**src/inc/hpp_defines.svh**
```systemverilog
/*
 * constants for the host parallel port: phase encoding, reset values, widths.
 * assumes inclusion by the package and design file only; definitions only.
 */
`ifndef HPP_DEFINES_SVH
`define HPP_DEFINES_SVH

`define HPP_DATA_W 8
`define HPP_PHASE_W 2
`define HPP_PHASE_ONE 2'h0
`define HPP_PHASE_TWO 2'h1
`define HPP_PHASE_FOUR 2'h3
`define HPP_PHASE_STEP 2'h1
`define HPP_BYTE_RST 8'h00
`define HPP_SYNC_IDLE 3'h7

`endif

```
**src/inc/hpp_pkg.sv**
```systemverilog
/*
 * types for the host parallel port.
 * assumes hpp_defines.svh is on the include path.
 */
`include "hpp_defines.svh"
package hpp_pkg;
   typedef logic [`HPP_DATA_W-1:0] hpp_byte_t;
   // completion tracker: wait for phase two, then for phase four
   typedef enum logic [1:0] {
      HPP_IDLE = 2'b00,
      HPP_WAIT_TWO = 2'b01,
      HPP_WAIT_FOUR = 2'b10
   } hpp_done_t;
endpackage

```
**src/hpp_slave_port.sv**
```systemverilog
/*
 * byte-wide slave port driven by an external processor through active-low
 * select, read and write strobes, with input and output latches, full and
 * overflow flags and a completion interrupt flag.
 * assumes strobes arrive asynchronously and firmware controls appear as
 * single-cycle pulses in the i_ref_clk domain; pin direction and analog
 * configuration are handled by firmware elsewhere.
 */
// How it works
// - slave behaviour only while slave_port_enable is high
// - enable turns three pins into read, write and select strobes
// - separate input and output latches; firmware writes output, reads input
// - direction register ignored; external strobes alone steer the data pins
// - write begins with select and write strobe both low
// - write release sets input full and interrupt flag at phase four after two
// - input full cleared by firmware reading the input latch or by leaving slave mode
// - write while unread byte pending sets overflow
// - select and read low clears output full and drives output latch
// - read release sets interrupt flag at phase four after phase two
// - output full stays low until firmware writes the output latch
// - outside mode full flags held clear; overflow kept until firmware clears
// - interrupt flag sticky until cleared; request gated by interrupt enable
// - instruction cycle is four clock periods, phases one to four
`include "hpp_defines.svh"
module hpp_slave_port (
   input wire logic i_ref_clk, // 25 MHz clock
   input wire logic i_reset_n, // async reset, active low
   input wire logic i_slave_port_enable, // slave mode enable
   input wire logic i_read_strobe_n_pin, // external read strobe
   input wire logic i_write_strobe_n_pin, // external write strobe
   input wire logic i_chip_select_n_pin, // external select
   input wire hpp_pkg::hpp_byte_t i_slave_data_port, // data pins in
   output hpp_pkg::hpp_byte_t o_slave_data_port, // data pins out
   output logic o_slave_data_port_oe, // data pins driven
   input wire logic i_fw_write, // firmware writes output latch
   input wire hpp_pkg::hpp_byte_t i_fw_wdata, // firmware write data
   input wire logic i_fw_read, // firmware reads input latch
   output hpp_pkg::hpp_byte_t o_fw_rdata, // input latch contents
   input wire logic i_fw_clear_overflow, // firmware clears overflow
   input wire logic i_fw_clear_int_flag, // firmware clears int flag
   input wire logic i_slave_port_int_enable, // interrupt enable
   output logic o_input_buffer_full, // input full flag
   output logic o_output_buffer_full, // output full flag
   output logic o_input_overflow, // overflow flag
   output logic o_slave_port_int_flag, // sticky completion flag
   output logic o_int_request, // gated interrupt request
   output logic [1:0] o_phase // current instruction phase
);
   import hpp_pkg::*;

   logic [2:0] sync1_q;
   logic [2:0] sync2_q;
   hpp_byte_t data1_q;
   hpp_byte_t data2_q;
   logic [`HPP_PHASE_W-1:0] phase_q;
   hpp_byte_t in_latch_q;
   hpp_byte_t out_latch_q;
   logic ibf_q;
   logic obf_q;
   logic input_overflow_q;
   logic int_flag_q;
   logic wr_act_q;
   logic rd_act_q;
   hpp_done_t wdone_q;
   hpp_done_t rdone_q;
   logic cs_low;
   logic wr_low;
   logic rd_low;
   logic wr_now;
   logic rd_now;
   logic wr_release;
   logic rd_release;
   logic wdone_fire;
   logic rdone_fire;
   logic at_two;
   logic at_four;

   // two-stage synchroniser; first stage feeds only the second. the data pins
   // ride the same two stages, so the byte kept is the one that stood while the
   // strobe was seen low, even if the host drops its data just after release
   always_ff @(posedge i_ref_clk or negedge i_reset_n) begin
      if (!i_reset_n) begin
         sync1_q <= `HPP_SYNC_IDLE;
         sync2_q <= `HPP_SYNC_IDLE;
         data1_q <= `HPP_BYTE_RST;
         data2_q <= `HPP_BYTE_RST;
      end else begin
         sync1_q <= {i_chip_select_n_pin, i_write_strobe_n_pin, i_read_strobe_n_pin};
         sync2_q <= sync1_q;
         data1_q <= i_slave_data_port;
         data2_q <= data1_q;
      end
   end

   // strobes are only meaningful while the port is in slave mode
   assign cs_low = i_slave_port_enable & ~sync2_q[2];
   assign wr_low = ~sync2_q[1];
   assign rd_low = ~sync2_q[0];
   assign wr_now = cs_low & wr_low;
   assign rd_now = cs_low & rd_low;
   assign wr_release = wr_act_q & ~wr_now;
   assign rd_release = rd_act_q & ~rd_now;

   // four-phase instruction cycle counter
   always_ff @(posedge i_ref_clk or negedge i_reset_n) begin
      if (!i_reset_n) begin
         phase_q <= `HPP_PHASE_ONE;
      end else begin
         phase_q <= phase_q + `HPP_PHASE_STEP;
      end
   end
   assign at_two = (phase_q == `HPP_PHASE_TWO);
   assign at_four = (phase_q == `HPP_PHASE_FOUR);
   assign o_phase = phase_q;

   // activity tracking gives one release per access, never repeated
   always_ff @(posedge i_ref_clk or negedge i_reset_n) begin
      if (!i_reset_n) begin
         wr_act_q <= 1'b0;
         rd_act_q <= 1'b0;
      end else begin
         wr_act_q <= wr_now;
         rd_act_q <= rd_now;
      end
   end

   // input latch follows the delayed pins during the write, keeping the last byte
   always_ff @(posedge i_ref_clk or negedge i_reset_n) begin
      if (!i_reset_n) begin
         in_latch_q <= `HPP_BYTE_RST;
      end else if (wr_now) begin
         in_latch_q <= data2_q;
      end
   end

   // write completion waits for phase two, then fires on phase four
   always_ff @(posedge i_ref_clk or negedge i_reset_n) begin
      if (!i_reset_n) begin
         wdone_q <= HPP_IDLE;
      end else begin
         case (wdone_q)
            HPP_IDLE: begin
               if (wr_release) begin
                  wdone_q <= at_two ? HPP_WAIT_FOUR : HPP_WAIT_TWO;
               end
            end
            HPP_WAIT_TWO: begin
               if (at_two) begin
                  wdone_q <= HPP_WAIT_FOUR;
               end
            end
            HPP_WAIT_FOUR: begin
               if (at_four) begin
                  wdone_q <= HPP_IDLE;
               end
            end
            default: begin
               wdone_q <= HPP_IDLE;
            end
         endcase
      end
   end
   assign wdone_fire = (wdone_q == HPP_WAIT_FOUR) & at_four;

   // read completion uses the same phase reference
   always_ff @(posedge i_ref_clk or negedge i_reset_n) begin
      if (!i_reset_n) begin
         rdone_q <= HPP_IDLE;
      end else begin
         case (rdone_q)
            HPP_IDLE: begin
               if (rd_release) begin
                  rdone_q <= at_two ? HPP_WAIT_FOUR : HPP_WAIT_TWO;
               end
            end
            HPP_WAIT_TWO: begin
               if (at_two) begin
                  rdone_q <= HPP_WAIT_FOUR;
               end
            end
            HPP_WAIT_FOUR: begin
               if (at_four) begin
                  rdone_q <= HPP_IDLE;
               end
            end
            default: begin
               rdone_q <= HPP_IDLE;
            end
         endcase
      end
   end
   assign rdone_fire = (rdone_q == HPP_WAIT_FOUR) & at_four;

   // input full: set by completion, cleared by firmware read or by leaving slave mode; set wins over read
   always_ff @(posedge i_ref_clk or negedge i_reset_n) begin
      if (!i_reset_n) begin
         ibf_q <= 1'b0;
      end else if (!i_slave_port_enable) begin
         ibf_q <= 1'b0;
      end else if (wdone_fire) begin
         ibf_q <= 1'b1;
      end else if (i_fw_read) begin
         ibf_q <= 1'b0;
      end
   end

   // overflow: a new write starting while the previous byte is unread
   always_ff @(posedge i_ref_clk or negedge i_reset_n) begin
      if (!i_reset_n) begin
         input_overflow_q <= 1'b0;
      end else if (wr_now & ~wr_act_q & ibf_q & ~i_fw_read) begin
         input_overflow_q <= 1'b1;
      end else if (i_fw_clear_overflow) begin
         input_overflow_q <= 1'b0;
      end
   end

   // output latch and its full flag; an external read wins over a firmware write
   always_ff @(posedge i_ref_clk or negedge i_reset_n) begin
      if (!i_reset_n) begin
         out_latch_q <= `HPP_BYTE_RST;
      end else if (i_fw_write) begin
         out_latch_q <= i_fw_wdata;
      end
   end
   always_ff @(posedge i_ref_clk or negedge i_reset_n) begin
      if (!i_reset_n) begin
         obf_q <= 1'b0;
      end else if (!i_slave_port_enable) begin
         obf_q <= 1'b0;
      end else if (rd_now & ~rd_act_q) begin
         obf_q <= 1'b0;
      end else if (i_fw_write) begin
         obf_q <= 1'b1;
      end
   end

   // sticky interrupt flag; a completion wins over the firmware clear
   always_ff @(posedge i_ref_clk or negedge i_reset_n) begin
      if (!i_reset_n) begin
         int_flag_q <= 1'b0;
      end else if (wdone_fire | rdone_fire) begin
         int_flag_q <= 1'b1;
      end else if (i_fw_clear_int_flag) begin
         int_flag_q <= 1'b0;
      end
   end

   // data pins driven only while the host reads; direction register plays no part
   always_ff @(posedge i_ref_clk or negedge i_reset_n) begin
      if (!i_reset_n) begin
         o_slave_data_port <= `HPP_BYTE_RST;
      end else begin
         o_slave_data_port <= out_latch_q;
      end
   end
   assign o_slave_data_port_oe = rd_now;
   assign o_fw_rdata = in_latch_q;
   assign o_input_buffer_full = ibf_q;
   assign o_output_buffer_full = obf_q;
   assign o_input_overflow = input_overflow_q;
   assign o_slave_port_int_flag = int_flag_q;
   assign o_int_request = int_flag_q & i_slave_port_int_enable;
endmodule

```
**config.mk**
```make
export PLATFORM = sky130hd
export DESIGN_NAME = hpp_slave_port
export DESIGN_NICKNAME = d
export VERILOG_FILES = /design/src/inc/hpp_pkg.sv /design/src/hpp_slave_port.sv
export VERILOG_INCLUDE_DIRS = /design/src /design/src/inc
export SDC_FILE = /design/constraint.sdc
export NUM_CORES = 1
export LEC_CHECK = 0
export ABC_AREA = 1
export ABC_CLOCK_PERIOD_IN_PS = 1200
export BUFFER_PORTS_ARGS = -buffer_cell sky130_fd_sc_hd__buf_2
export CAP_MARGIN = 20
export CELL_PAD_IN_SITES_DETAIL_PLACEMENT = 0
export CELL_PAD_IN_SITES_GLOBAL_PLACEMENT = 2
export CORE_MARGIN = 3
export CORE_UTILIZATION = 31
export DETAILED_ROUTE_END_ITERATION = 12
export PLACE_DENSITY_LB_ADDON = 0.1
export SYNTH_ARGS = -nofsm -noshare
export SYNTH_HDL_FRONTEND = slang
export SYNTH_SLANG_ARGS = --single-unit
```
**constraint.sdc**
```tcl
create_clock -name i_ref_clk -period 1.2 [get_ports i_ref_clk]
set_clock_uncertainty 0.1 [all_clocks]
set_input_delay 0 -clock i_ref_clk [delete_from_list [all_inputs] [get_ports i_ref_clk]]
set_output_delay 0 -clock i_ref_clk [all_outputs]
set_load 0.02 [all_outputs]
```
==> metrics.txt <==
Setup crit end kind primary output; Cell Area, Synth between 1500 and 2000 um2; final setup fails 1; share of the synthesized area in the top cell type about two thirds; crit path from sync2_q[2]$_DFF_PN1_; P_sw 1.07 mW; fillcell total around 590; root buffer cell clkbuf_8; Area contributors post-synth dfrtp_1, dfstp_2, mux2_4, nand2_1, inv_1; crit share post-route 105%; vias per cell 4.13; reg-to-reg endpoint wdone_q[1]$_DFFE_PN0P_; count leader, synth dfrtp_1; Yosys reg bits slightly below 60; Final WS setup -0.0580 ns; Gate power share around an eighth; Final Util ~47%; Seq/Total Area, Yosys ~75%; DRC Markers 0; Slew HR about four fifths; CP max FO 3; ys flop type dfrtp_1; Post-Synthesis Cells 140; initial antenna violation count 0; Max VDD drop 728 uV; GRT Util Overall roughly 11%; DR WL met2 1.77 mm; Multi-input gate area approximately 450 um2; CTS sink cnt 58; WS Path Type reg -> out; Commonest cells post-synth dfrtp_1, nand2_1, inv_1, mux2_4; Max Clock Freq 0.795 GHz; Worst-Skew Late Latency approximately 0.32 ns; CTS Buf Count 9; routability cong. about 0.67; Die H 85.5 um; R2R Setup Slk about 0.05 ns; final setup TNS -0.0580 ns; met1 wire length approximately 1.5 mm; Synth warnings 0; Total Wirelength 3.56 mm; min Tclk post-route 1.26 ns; Hold Slack -0.0397 ns; hold crit path type in -> reg; Critical Path RT around 1.1 ns; register area between 1000 and 1500 um2; max cap viols 0; Leakage about 1.4 nW; crit path DAT approximately 1.2 ns; actual slew at the worst max-slew pin ~0.31 ns; Area Overhead vs Synth 44.4%; die area between 7000 and 8000 um2; top sig layer met4; largest area contributor in the netlist dfrtp_1; CTS tree built; Max clock buf depth 2; Die Wd ~85 um; syn_nets 169; final hold viol count 3; vias in the first global route ~1.3k; largest net degree at the start of global routing slightly below 60; clock power share 40.6%; io pins about 50; Worst Setup EP o_slave_data_port_oe; RSZ-0062 raised after global routing yes; total number of vias about 1.3k; asr flop ratio synth 100%; average cell area after synthesis roughly 14 um2; Reg2Reg Depth 4; Rows 28; layout cells sized above 1 about two fifths; final slew viol count 0; power per cell area 1640 nW/um2; Switching Fraction a little under a quarter; Flop pwr share a little under half; Int Power about 3.6 mW; first-pass GRT wire length roughly 6 mm; start of the worst register-to-register path o_phase[0]$_DFF_PN0_; Worst-path clk slew 0.07 ns; CP Launch Type flip-flop; Routed Antenna Nets 0; Starting Density approximately 32%; EDFF count, synth 0; I/O Buffers 50; dpl hpwl 2.30 mm; min-delay src i_slave_port_enable; diode count 0; drt pass-1 iters 4; Wirelength per Cell ~12 um; failing checks hold timing, setup timing; outcome finished with violations; Congestion Overflow GR 0; initial drt markers 48; routed length on met3 slightly below 200 um; Synth cell types 21; fin nets between 200 and 300; H-tree depth 3; CORE AREA approximately 6000 um2
per-stage QoR:
stage | power, mW | instances | setup WS (ns) | instance area (um2)
finish | 4.64 | 306 | -0.0580 | 2830
global route | 4.89 | 306 | -0.109 | 2830
CTS | 4.70 | 305 | -0.0850 | 2790
detailed placement | 2.73 | 265 | 0.000115 | 2320
floorplan | 2.51 | 140 | 0.0103 | 1980
global placement | 2.71 | 265 | 0.0177 | 2320
power by group through the flow:
stage	clock, mW	combinational, mW	sequential [mW]
2_1_floorplan	0	0.174	2.34
3_3_place_gp	0	0.477	2.24
3_5_place_dp	0	0.486	2.25
4_1_cts	1.94	0.550	2.21
5_1_grt	2.05	0.606	2.23
6_report	1.89	0.546	2.21
registers in the layout, indices dropped and copies added, names as in the netlist, 2 cells and up:
signal / flops
sync1_q: 3
data1_q: 8
o_fw_rdata: 8
wdone_q: 2
rdone_q: 2
data2_q: 8
out_latch_q: 8
o_phase: 2
o_slave_data_port: 8
sync2_q: 3
repair_timing:
action / CTS / global route
setup endpoints to repair: 7 / 11
setup buffers: 1 / 0
endpoints found under the hold margin: 81 / 3
resized for setup: 6 / 7
pin swaps: 1 / 2
gates cloned: 0 / 0
hold buffers: 23 / 1
per-layer routing:
layer	vias to the layer above	track usage [%]
met5	-	0
met4	0	8.20
met3	8	3.11
met2	38	16.9
met1	612	13.3
li1	607	-
area by class of cell:
cell class                 instances  share of cell area [%]
tap                               75                    3.32
clock buffer                      15                    6.59
timing repair buffer              77                    18.9
sequential                        58                    51.7
clock inverter                     1                    1.06
multi-input combinational         63                    16.1
inverter                          17                    2.35
cells by family (layout without fill, tap and decap cells):
kind of cell	count (synthesis)	count (layout)	share of synthesized area [%]
muxes	8	8	6.13
DFF	58	58	74.5
adders and majority gates	2	2	1.28
AOI/OAI and AO/OA	9	9	3.32
buffers and inverters	19	110	4.47
and+or+nand+nor	44	44	10.3
placed cells by master, fill, tap and decap left out, drive strengths merged, types with 3 or more instances in the layout:
| master | n |
|---|---|
| buf | 53 |
| mux2 | 8 |
| nand2 | 31 |
| o21ai | 3 |
| nor2 | 6 |
| dfstp | 6 |
| nand3 | 3 |
| a21oi | 3 |
| clkbuf | 15 |
| inv | 17 |
| dlygate4sd3 | 24 |
| dfrtp | 52 |
worst min path at each step:
stage	endpoint	slack, ns	cells after the start
detailed placement	o_fw_rdata[0]$_DFFE_PN0P_	-0.07	2
global placement	o_input_overflow$_DFFE_PN0P_	-0.08	2
CTS	o_input_buffer_full$_DFFE_PN0P_	-0.12	2
global route	o_output_buffer_full$_DFFE_PN0P_	-0.04	4
floorplan	data1_q[0]$_DFF_PN0_	-0.40	0
finish	o_output_buffer_full$_DFFE_PN0P_	-0.04	4
worst max-delay path: stages (launching register included):
cell and delay, ns:
dfstp_2 0.53, inv_2 0.05, nand3_4 0.08, inv_2 0.04, buf_6 0.12
(Power assumes the default switching activity.)
